`config.mk`:
```
export PLATFORM = sky130hd
export DESIGN_NAME = two_hand_control
export DESIGN_NICKNAME = d
export VERILOG_FILES = /design/src/two_hand_pkg.sv /design/src/input_filter.sv /design/src/two_hand_control.sv
export SDC_FILE = /design/constraint.sdc
export NUM_CORES = 1
export LEC_CHECK = 0
export BUFFER_PORTS_ARGS = -buffer_cell sky130_fd_sc_hd__buf_2
export CAP_MARGIN = 20
export CORE_MARGIN = 2
export CORE_UTILIZATION = 40
export CTS_BUF_LIST = sky130_fd_sc_hd__clkbuf_4 sky130_fd_sc_hd__clkbuf_8 sky130_fd_sc_hd__clkbuf_16
export CTS_CLUSTER_SIZE = 24
export DETAILED_ROUTE_END_ITERATION = 16
export PLACE_DENSITY = 0.6
export SLEW_MARGIN = 15
export SYNTH_ARGS = -nofsm -noshare
export SYNTH_HDL_FRONTEND = slang
export SYNTH_SLANG_ARGS = --single-unit
```
`constraint.sdc`:
```
create_clock -name mclk_i -period 4.2 [get_ports mclk_i]
set_clock_uncertainty 0.05 [all_clocks]
set_input_delay 0.84 -clock mclk_i [delete_from_list [all_inputs] [get_ports mclk_i]]
set_output_delay 0.84 -clock mclk_i [all_outputs]
set_load 0.02 [all_outputs]
```
`src/two_hand_pkg.sv`:
```
// ============================================================
// Shared constants for the two-hand control logic
package two_hand_pkg;

  // ============================================================
  // Clock and times
  localparam int CLK_HZ         = 125_000_000;
  localparam int CYC_PER_MS     = CLK_HZ / 1000;
  localparam int CYC_PER_US     = CLK_HZ / 1_000_000;
  localparam int SYNC_WINDOW_MS = 500;
  localparam int REACT_MS       = 20;
  localparam int TEST_HALF_US   = 1000;
  localparam int DEBOUNCE_US    = 5000;

  // Longest times, rounded down
  localparam int SYNC_WINDOW_CYC = CYC_PER_MS * SYNC_WINDOW_MS;
  localparam int REACT_CYC       = CYC_PER_MS * REACT_MS;
  // Least times, rounded up
  localparam int TEST_HALF_CYC   = CYC_PER_US * TEST_HALF_US;
  localparam int DEBOUNCE_CYC    = CYC_PER_US * DEBOUNCE_US;
  localparam int RET_FILTER_CYC  = 4;

  // ============================================================
  // Widths and line indices
  localparam int CNT_W     = 26;
  localparam int FLT_W     = 24;
  localparam int NUM_RET   = 4;
  localparam int RET_L_NO  = 0;
  localparam int RET_L_NC  = 1;
  localparam int RET_R_NO  = 2;
  localparam int RET_R_NC  = 3;
  localparam logic LVL_LOW = 1'b0;

  // ============================================================
  // Control states
  typedef enum logic [2:0] {
    ST_WAIT_RELEASE,
    ST_IDLE,
    ST_ONE_PRESSED,
    ST_ON,
    ST_FAULT
  } state_t;

  // Closed contact means pressed for a make contact, released for a break contact
  function automatic logic contact_pressed(input logic closed, input logic nc);
    contact_pressed = nc ? !closed : closed;
  endfunction : contact_pressed

endpackage : two_hand_pkg

```
`src/input_filter.sv`:
```
`timescale 1ns/10ps
// ============================================================
// Two-stage synchroniser followed by a stability filter
module input_filter
  import two_hand_pkg::*;
#(
  parameter int   STABLE_CYC  = RET_FILTER_CYC,
  parameter logic RESET_LEVEL = LVL_LOW
) (
  input  wire logic mclk_i,
  input  wire logic rst_n_i,
  input  wire logic raw_i,
  output logic      level_o
);

  logic             meta_r;
  logic             sync_r;
  logic             level_r;
  logic [FLT_W-1:0] stable_cnt_r;

  always_ff @(posedge mclk_i or negedge rst_n_i)
  begin
    if (!rst_n_i)
    begin
      meta_r <= RESET_LEVEL;
      sync_r <= RESET_LEVEL;
    end
    else
    begin
      meta_r <= raw_i;
      sync_r <= meta_r;
    end
  end

  // bounce filter
  // A level is accepted only after it has held unchanged for the full count
  always_ff @(posedge mclk_i or negedge rst_n_i)
  begin
    if (!rst_n_i)
    begin
      stable_cnt_r <= '0;
      level_r      <= RESET_LEVEL;
    end
    else if (sync_r == level_r)
    begin
      stable_cnt_r <= '0;
    end
    else if (stable_cnt_r == FLT_W'(STABLE_CYC - 1))
    begin
      stable_cnt_r <= '0;
      level_r      <= sync_r;
    end
    else
    begin
      stable_cnt_r <= stable_cnt_r + 1'b1;
    end
  end

  assign level_o = level_r;

endmodule : input_filter

```
`src/two_hand_control.sv`:
```
`timescale 1ns/10ps
// Function
// - Energize only if both pressed within window
// - Ready only while feedback loop closed
// - Accept request only with outputs de-energized
// - Single button held keeps outputs off
// - Second press after window keeps outputs off
// - Open feedback loop inhibits activation
// - Detected faults inhibit activation
// - Any button release drops outputs at once
// - Re-arm needs both released, loop closed
// - Cyclic self-test finds faults before actuation
// - Output contacts checked against commanded state
// - Control line shorts block the outputs
// - Two redundant outputs switch together
// - Each button make or break contact
// - Outputs drop within twenty milliseconds
// - Outputs rise within twenty milliseconds
module two_hand_control
  import two_hand_pkg::*;
#(
  parameter int SYNC_WIN_CYC = two_hand_pkg::SYNC_WINDOW_CYC,
  parameter int REACT_LIM    = two_hand_pkg::REACT_CYC,
  parameter int TEST_HALF    = two_hand_pkg::TEST_HALF_CYC,
  parameter int DEBOUNCE     = two_hand_pkg::DEBOUNCE_CYC
) (
  input  wire logic mclk_i,
  input  wire logic rst_n_i,
  input  wire logic left_button_nc_i,
  input  wire logic right_button_nc_i,
  output logic      left_button_line_a_o,
  input  wire logic left_button_line_b_i,
  input  wire logic left_button_line_c_i,
  output logic      right_button_line_a_o,
  input  wire logic right_button_line_b_i,
  input  wire logic right_button_line_c_i,
  input  wire logic feedback_loop_i,
  input  wire logic contactor_mirror_a_i,
  input  wire logic contactor_mirror_b_i,
  output logic      safety_out_a_o,
  output logic      safety_out_b_o,
  output logic      ready_o,
  output logic      fault_o
);
  import two_hand_pkg::*;

  // ============================================================
  // Input conditioning
  logic [NUM_RET-1:0] ret_raw;
  logic [NUM_RET-1:0] ret;
  logic               fb_closed;
  logic               mir_a;
  logic               mir_b;

  assign ret_raw = {right_button_line_c_i, right_button_line_b_i,
                    left_button_line_c_i, left_button_line_b_i};

  genvar gi;
  generate
    for (gi = 0; gi < NUM_RET; gi++)
    begin : g_ret
      input_filter #(.STABLE_CYC(RET_FILTER_CYC), .RESET_LEVEL(LVL_LOW)) u_ret (
        .mclk_i  (mclk_i),
        .rst_n_i (rst_n_i),
        .raw_i   (ret_raw[gi]),
        .level_o (ret[gi])
      );
    end
  endgenerate

  input_filter #(.STABLE_CYC(DEBOUNCE), .RESET_LEVEL(LVL_LOW)) u_fb (
    .mclk_i  (mclk_i),
    .rst_n_i (rst_n_i),
    .raw_i   (feedback_loop_i),
    .level_o (fb_closed)
  );
  input_filter #(.STABLE_CYC(DEBOUNCE), .RESET_LEVEL(LVL_LOW)) u_mir_a (
    .mclk_i  (mclk_i),
    .rst_n_i (rst_n_i),
    .raw_i   (contactor_mirror_a_i),
    .level_o (mir_a)
  );
  input_filter #(.STABLE_CYC(DEBOUNCE), .RESET_LEVEL(LVL_LOW)) u_mir_b (
    .mclk_i  (mclk_i),
    .rst_n_i (rst_n_i),
    .raw_i   (contactor_mirror_b_i),
    .level_o (mir_b)
  );

  // ============================================================
  // Contact type straps, caught once after reset release
  logic mode_done_r;
  logic nc_l_r;
  logic nc_r_r;

  always_ff @(posedge mclk_i or negedge rst_n_i)
  begin
    if (!rst_n_i)
    begin
      mode_done_r <= 1'b0;
      nc_l_r      <= 1'b0;
      nc_r_r      <= 1'b0;
    end
    else if (!mode_done_r)
    begin
      mode_done_r <= 1'b1;
      nc_l_r      <= left_button_nc_i;
      nc_r_r      <= right_button_nc_i;
    end
  end

  // ============================================================
  // Test pattern on the button lines
  logic [CNT_W-1:0]   test_cnt_r;
  logic               drive_r;
  logic               phase_end;
  logic [NUM_RET-1:0] hi_r;
  logic               short_det_r;
  logic               eval_l;
  logic               eval_r;
  logic               prev_l_r;
  logic               prev_r_r;
  logic               pressed_l_r;
  logic               pressed_r_r;
  logic [1:0]         seen_cnt_r;
  logic               inputs_seen;

  localparam logic [1:0] EVALS_TO_TRUST = 2'h3;

  assign phase_end = (test_cnt_r == CNT_W'(TEST_HALF - 1));

  always_ff @(posedge mclk_i or negedge rst_n_i)
  begin
    if (!rst_n_i)
    begin
      test_cnt_r <= '0;
      drive_r    <= 1'b0;
    end
    else if (phase_end)
    begin
      test_cnt_r <= '0;
      drive_r    <= !drive_r;
    end
    else
    begin
      test_cnt_r <= test_cnt_r + 1'b1;
    end
  end

  assign left_button_line_a_o  = drive_r;
  assign right_button_line_a_o = drive_r;

  // A closed contact echoes the test level in both phases of the cycle
  assign eval_l = contact_pressed(nc_l_r ? hi_r[RET_L_NC] : hi_r[RET_L_NO], nc_l_r);
  assign eval_r = contact_pressed(nc_r_r ? hi_r[RET_R_NC] : hi_r[RET_R_NO], nc_r_r);

  // short detection
  // A return high while undriven is a short; the unused line must stay dead
  always_ff @(posedge mclk_i or negedge rst_n_i)
  begin
    if (!rst_n_i)
    begin
      hi_r        <= '0;
      short_det_r <= 1'b0;
    end
    else
    begin
      short_det_r <= 1'b0;
      if (phase_end && drive_r)
      begin
        hi_r        <= ret;
        short_det_r <= (nc_l_r ? ret[RET_L_NO] : ret[RET_L_NC])
                     | (nc_r_r ? ret[RET_R_NO] : ret[RET_R_NC]);
      end
      else if (phase_end && !drive_r)
      begin
        short_det_r <= |ret;
      end
    end
  end

  // button debounce
  // Two matching test cycles are needed, so bounce cannot open the window
  always_ff @(posedge mclk_i or negedge rst_n_i)
  begin
    if (!rst_n_i)
    begin
      prev_l_r    <= 1'b0;
      prev_r_r    <= 1'b0;
      pressed_l_r <= 1'b0;
      pressed_r_r <= 1'b0;
    end
    else if (phase_end && !drive_r && mode_done_r)
    begin
      prev_l_r <= eval_l;
      prev_r_r <= eval_r;
      if (eval_l == prev_l_r)
      begin
        pressed_l_r <= eval_l;
      end
      if (eval_r == prev_r_r)
      begin
        pressed_r_r <= eval_r;
      end
    end
  end

  // trust after three evaluations
  // The first evaluation sees reset levels and the second has no real predecessor
  always_ff @(posedge mclk_i or negedge rst_n_i)
  begin
    if (!rst_n_i)
    begin
      seen_cnt_r <= '0;
    end
    else if (phase_end && !drive_r && mode_done_r && !inputs_seen)
    begin
      seen_cnt_r <= seen_cnt_r + 1'b1;
    end
  end

  assign inputs_seen = (seen_cnt_r == EVALS_TO_TRUST);

  // ============================================================
  // Output contact monitoring and fault latch
  logic             out_r;
  logic             out_b_r;
  logic [CNT_W-1:0] mism_cnt_r;
  logic             mism;
  logic             mirror_fault;
  logic             fault_r;

  assign mism         = (mir_a != out_r) || (mir_b != out_r);
  assign mirror_fault = (mism_cnt_r == CNT_W'(REACT_LIM + DEBOUNCE));

  always_ff @(posedge mclk_i or negedge rst_n_i)
  begin
    if (!rst_n_i)
    begin
      mism_cnt_r <= '0;
    end
    else if (!mism)
    begin
      mism_cnt_r <= '0;
    end
    else if (!mirror_fault)
    begin
      mism_cnt_r <= mism_cnt_r + 1'b1;
    end
  end

  // sticky fault
  // Cleared only by reset, so a single fault can never be masked later
  always_ff @(posedge mclk_i or negedge rst_n_i)
  begin
    if (!rst_n_i)
    begin
      fault_r <= 1'b0;
    end
    else if (short_det_r || mirror_fault)
    begin
      fault_r <= 1'b1;
    end
  end

  // ============================================================
  // Two-hand sequence
  state_t           state_r;
  state_t           state_nxt;
  logic [CNT_W-1:0] win_cnt_r;
  logic             both_pressed;
  logic             any_pressed;
  logic             win_open;
  logic             can_start;

  assign both_pressed = pressed_l_r && pressed_r_r;
  assign any_pressed  = pressed_l_r || pressed_r_r;
  assign win_open     = (win_cnt_r < CNT_W'(SYNC_WIN_CYC));
  assign can_start    = fb_closed && !mir_a && !mir_b && !fault_r;

  always_comb
  begin
    state_nxt = state_r;
    case (state_r)
      ST_WAIT_RELEASE:
        if (fault_r)
          state_nxt = ST_FAULT;
        else if (mode_done_r && inputs_seen && !any_pressed && fb_closed)
          state_nxt = ST_IDLE;
      ST_IDLE:
        if (fault_r)
          state_nxt = ST_FAULT;
        else if (any_pressed && !can_start)
          state_nxt = ST_WAIT_RELEASE;
        else if (both_pressed)
          state_nxt = ST_ON;
        else if (any_pressed)
          state_nxt = ST_ONE_PRESSED;
      ST_ONE_PRESSED:
        if (fault_r)
          state_nxt = ST_FAULT;
        else if (!any_pressed || !win_open || !can_start)
          state_nxt = ST_WAIT_RELEASE;
        else if (both_pressed)
          state_nxt = ST_ON;
      ST_ON:
        if (fault_r)
          state_nxt = ST_FAULT;
        else if (!both_pressed)
          state_nxt = ST_WAIT_RELEASE;
      ST_FAULT:
        state_nxt = ST_FAULT;
      default:
        state_nxt = ST_FAULT;
    endcase
  end

  always_ff @(posedge mclk_i or negedge rst_n_i)
  begin
    if (!rst_n_i)
    begin
      state_r <= ST_WAIT_RELEASE;
    end
    else
    begin
      state_r <= state_nxt;
    end
  end

  always_ff @(posedge mclk_i or negedge rst_n_i)
  begin
    if (!rst_n_i)
    begin
      win_cnt_r <= '0;
    end
    else if (state_r == ST_ONE_PRESSED && win_open)
    begin
      win_cnt_r <= win_cnt_r + 1'b1;
    end
    else if (state_r != ST_ONE_PRESSED)
    begin
      win_cnt_r <= '0;
    end
  end

  // rise on next edge
  // Two flops from one decision; the readback catches a stuck relay
  always_ff @(posedge mclk_i or negedge rst_n_i)
  begin
    if (!rst_n_i)
    begin
      out_r   <= 1'b0;
      out_b_r <= 1'b0;
    end
    else
    begin
      out_r   <= (state_nxt == ST_ON);
      out_b_r <= (state_nxt == ST_ON);
    end
  end

  assign safety_out_a_o = out_r;
  assign safety_out_b_o = out_b_r;
  assign ready_o        = (state_r == ST_IDLE) && can_start;
  assign fault_o        = fault_r;
endmodule : two_hand_control

```
### After elaboration in Yosys (flattened, before gate mapping)

Cells that the tools add are included.

| operators by class | value |
|---|---|
| equal/unequal tests | 27 |
| reduce and logical (&&, ||, !) cells | 41 |
| mux-type cells | 39 |
| bitwise gates (word level) | 8 |
| $lt $le $gt $ge | 1 |
| add/subtract/negate cells | 11 |

Operator list:

| operator | number |
|---|---|
| $mux W24 | 14 |
| $add A24 B1 Y24 const B | 7 |
| $mux W26 | 5 |
| $eq A24 B2 Y1 const B | 4 |
| $add A26 B1 Y26 const B | 3 |
| $eq A24 B20 Y1 const B | 3 |
| $mux W3 | 11 |
| $eq A26 B17 Y1 const B | 1 |
| $eq A26 B22 Y1 const B | 1 |
| $lt A26 B26 Y1 const B | 1 |
| $reduce_and A2 Y1 | 9 |
| $logic_and A1 B1 Y1 | 14 |
| $pmux W3 S4 | 1 |
| $logic_not A1 Y1 | 10 |
| $eq A1 B1 Y1 | 9 |
| $eq A3 B2 Y1 const B | 3 |
| $mux W1 | 8 |
| $not A1 Y1 | 7 |
| $logic_or A1 B1 Y1 | 5 |
| $reduce_or A4 Y1 | 1 |
| $eq A3 B1 Y1 const B | 1 |
| $logic_not A3 Y1 | 1 |
| $ne A3 B2 Y1 const B | 1 |
| $add A2 B1 Y2 const B | 1 |
| 5 further kinds | 6 |

| storage, ports and cells | value |
|---|---|
| flip-flop bits (word level) | 287 |
| output and inout bits | 6 |

### Longest topological paths before layout

| logic depth | value |
|---|---|
| depth in word-level cells | 10 |
| mapped depth | 8 |
| mapped depth without buffers | 7 |

### Cells and area by module

A second synthesis with hierarchy kept.

| unflattened totals | value |
|---|---|
| cells, all modules | 1477 |
| area total of the unflattened synthesis | 14488.9 um2 |

Modules (own cells, without submodules):

| module | instances | cells an instance | area an instance (um2) | sequential area each (um2) |
|---|---|---|---|---|
| input_filter (g_ret[0].u_ret ...) | 4 | 140 | 1341.3 | 675.6 |
| two_hand_control | 1 | 512 | 5096.1 | 2452.4 |
| input_filter (u_fb ...) | 3 | 135 | 1342.5 | 675.6 |

### Worst setup path after synthesis

OpenSTA, ideal clock, no wires.

| path | value |
|---|---|
| path type | register -> register |
| from | register u_mir_a.stable_cnt_r[0] |
| to | register u_mir_a.stable_cnt_r[15] |
| library setup time | 132 ps |
| cell stages (with the launch flop) | 9 |
| path slack | 2209 ps |
| clock period less this slack | 1991 ps |
| arrival | 1809 ps |
| buffers on the path | 2 |
| path through | dfrtp_1 -> ha_1 -> nor4b_1 -> nand4_1 -> nor3_1 -> nand2b_1 -> clkbuf_1 -> clkbuf_1 -> nor2_1 |

| between the ends | value |
|---|---|
| word-level cells in the longest chain between the ends | 3 |

Ends and longest elaborated chain:

| element | RTL line | text |
|---|---|---|
| start, declared | input_filter.sv:19 | `logic [FLT_W-1:0] stable_cnt_r;` |
| start signal, assigned | input_filter.sv:55 | `stable_cnt_r <= stable_cnt_r + 1'b1;` |
| $add A24 B1 Y24 / $eq A24 B20 Y1 (equally long branches) | input_filter.sv:55, input_filter.sv:48 |  |
| $mux W24 * | input_filter.sv:48 | `else if (stable_cnt_r == FLT_W'(STABLE_CYC - 1))` |
| $mux W24 * | input_filter.sv:44 | `else if (sync_r == level_r)` |

Every way passes the cells marked *; elsewhere a longest branch is shown, timed or not.
A chain may end at the register's enable or synchronous reset.

### Final worst setup path

| path | value |
|---|---|
| from | register u_fb.level_r (netlist: u_fb.level_o) |
| to | output port ready_o |

| between the ends | value |
|---|---|
| word-level cells in the longest chain between the ends | 4 |

Ends and longest elaborated chain:

| element | RTL line | text |
|---|---|---|
| start, declared | input_filter.sv:18 | `logic level_r;` |
| start signal, assigned | input_filter.sv:51 | `level_r <= sync_r;` |
| $logic_and A1 B1 Y1 (3 in a row) | two_hand_control.sv:279 | `assign can_start = fb_closed && !mir_a && !mir_b && !fault_r;` |
| $logic_and A1 B1 Y1 | two_hand_control.sv:364 | `assign ready_o = (state_r == ST_IDLE) && can_start;` |
| end, declared | two_hand_control.sv:42 | `output logic ready_o,` |

No other way between the ends.

==> flow_summary.yaml <==
status:
  status: "completed"
final_layout:
  nNetsFinal: 1446
  final_cells: 1899
  num_antenna_cells: 0
  fill_cells: 3286
  drive_above_1_share_pct: 7.96
  syn2layout_area_growth_pct: 11.0
yosys:
  seq_area_frac_synth_pct: 51.4
  synth_seq_cells: 287
  synthTopCellsByCount: "287 x dfrtp_1, 220 x nor2_1, 98 x xor2_1, 95 x xnor2_1, 92 x nand3_1"
  synth.distinct_cells: 60
  synth_most_common_cell: "dfrtp_1"
  synth_area_um2: 14000
  async_reset_ff_share_pct: 100
  synth_area_leaders: "dfrtp_1 51%, xor2_1 6.1%, xnor2_1 6.0%"
  syn_inst: 1423
  syn_avg_cell_area_um2: 9.82
  synth_top_area_share_pct: 51.4
  syn_nets: 1446
  synth-edff-count: 0
  synth_largest_area_cell: "dfrtp_1"
  yosys_warnings: 0
  ys.flop_type: "dfrtp_1"
grt:
  grt_pass1_wl_um: 46700
  antenna_found_initial: 0
  grt_pass1_vias: 9590
  grt_max_degree: 96
  overflow: 0
  grt_use_total_pct: 15.2
clock_network:
  clockRootBuffer: "clkbuf_16"
  cts.sinks: 287
  cts-resized-gates: 0
  htreeDepth: 1
  clock_path_buffers: 3
  tritoncts: "done"
  clock_latency_ns: 0.58
  cts_made_buffers: 30
  hold_buffers: 0
  clkTransAtPathRegs_ns: 0.06
  cts_setup_buffers: 0
sta:
  timing.final.crit_share_pct: 66.1
  rsz0062_at_grt: "false"
  hold_violations: 0
  maxSlewViolCount: 0
  layout_min_cycle_time_ns: 2.78
  fmax_mhz: 360
  relSlewSlack_pct: 39.5
  tns_ns: 0
  setup_viol: 0
  worst_slew_pin_slew_ns: 0.908
worst_setup_path:
  crit_arrival_ns: 1.89
  crit_path_end_kind: "output pin"
  worst_ep_required_time_ns: 3.31
  cp-start-kind: "flop"
  criticalPathCategory: "reg2out"
  worstPathMaxFanout: 4
die:
  rows: 68
  die_w_um: 191
  die_h_um: 191
  dieArea_um2: 36500
  core-area_um2: 34500
  start_util_pct: 40.6
  io_pins: 17
pwr:
  total_power_mw: 6.14
  power.density_nw_per_um2: 396
  cellLeakagePower_nw: 6.46
  ir_drop_v: 0.000319
routing:
  vias_per_cell: 5.27
  drc_errors: 0
  vias: 10009
  finalWirelength_um: 26600
  postRouteAntennaNets: 0
  wl_per_cell_um: 14.0
  dr.pass1.iters: 4
  drt_iter0_drc: 560
place:
  dp_hpwl_um: 17200
  gp_congestion: 0.789
  dp.cells: 1846
  io_buffers: 16
run:
  cap_viol_max_count: 0
hold_path:
  hold_class: "in2async"
==> sequential cells by signal (all words and copies together), names as in the netlist, 2 cells and up <==
name                      flops
hi_r                          4
u_fb.stable_cnt_r            24
g_ret.u_ret.meta_r            4
g_ret.u_ret.stable_cnt_r     96
seen_cnt_r                    2
g_ret.u_ret.level_o           4
mism_cnt_r                   26
win_cnt_r                    26
u_mir_b.stable_cnt_r         24
g_ret.u_ret.sync_r            4
state_r                       3
test_cnt_r                   26
u_mir_a.stable_cnt_r         24
==> cells by family (layout without fill, tap and decap cells) <==
family	Yosys count	after routing	synth area share [%]
other cells	1	1	0.0268
simple gates	710	710	26.6
xor+xnor	193	193	12.1
fa+ha+maj	12	12	1.07
flops	287	287	51.4
compound gates	106	106	4.37
mux	19	19	1.50
buf+inv	95	116	2.93
==> routing by layer <==
layer	track usage, %	part of all wire [%]	vias to the layer above
li1	-	-	4972
met1	22.2	51	4887
met2	23.3	44	108
met3	2.59	3.1	42
met4	3.97	2.2	0
met5	0	0	-
==> critical path: stages (launching register included) <==
cell     delay (ns)
dfrtp_1        0.43
nor3b_1        0.41
and3_1         0.29
buf_2          0.19
==> cells in the final DEF, fill, tap and decap left out, types with 9 or more instances in the layout <==
cell	Yosys	routed
nor4_1	44	44
and3_1	34	34
clkbuf_16	0	30
dfrtp_1	287	287
xor2_1	98	98
ha_1	12	12
xnor2_1	95	95
nand3_1	92	92
nand4_1	66	66
nand2_1	80	80
nor4b_1	9	9
and4_1	25	25
nor3_1	45	45
o21ai_0	37	37
mux2_2	16	16
inv_1	36	36
a21oi_1	43	43
and2_1	12	12
or3_1	38	38
buf_2	4	15
nor2_1	220	220
==> metrics by stage <==
stage / worst slack [ns] / utilization (%) / cell area [um^2] / hold WS [ns]
after floorplan: 2.21 / - / 14000 / 0.281
after detailed placement: 1.80 / 42.0 / 14500 / 0.289
after CTS: 1.41 / 45.0 / 15500 / 0.250
after global routing: 1.32 / 45.0 / 15500 / 0.290
after global placement: 1.86 / 42.0 / 14500 / 0.297
final: 1.42 / 45.0 / 15500 / 0.231
==> area by class of cell <==
| cell class | count | area (um^2) | area share (%) |
|---|---|---|---|
| multi-input cells | 1041 | 6390 | 41.2 |
| inverters | 36 | 135 | 0.871 |
| clock inverters | 15 | 194 | 1.25 |
| well taps | 455 | 569 | 3.67 |
| repair buffers | 27 | 210 | 1.36 |
| clock buffers | 38 | 836 | 5.39 |
| flip-flops and latches | 287 | 7180 | 46.3 |
==> path summary, 6_finish.rpt <==
kind | start | to | slack, ns | cells after the start
worst max-delay path | u_fb.level_o$_DFFE_PN0P_ | ready_o | 1.42 | 3
worst min-delay path | rst_n_i | g_ret[3].u_ret.stable_cnt_r[21]$_DFF_PN0_ | 0.23 | 1
worst max register to register | u_mir_a.stable_cnt_r[0]$_DFF_PN0_ | u_mir_a.stable_cnt_r[16]$_DFF_PN0_ | 1.79 | 6
worst min register to register | u_fb.meta_r$_DFF_PN0_ | u_fb.sync_r$_DFF_PN0_ | 0.31 | 0
max in group asynchronous | rst_n_i | u_mir_a.stable_cnt_r[19]$_DFF_PN0_ | 3.01 | 2
min in group mclk_i | u_fb.meta_r$_DFF_PN0_ | u_fb.sync_r$_DFF_PN0_ | 0.31 | 0
==> power breakdown <==
part	total (mW)	switching [mW]	leakage (nW)	internal, mW
combinational	0.453	0.309	2.02	0.145
sequential	2.92	0.0814	3.93	2.84
clock	2.77	1.12	0.508	1.65
total	6.14	1.51	6.46	4.64
(Power assumes the default switching activity.)
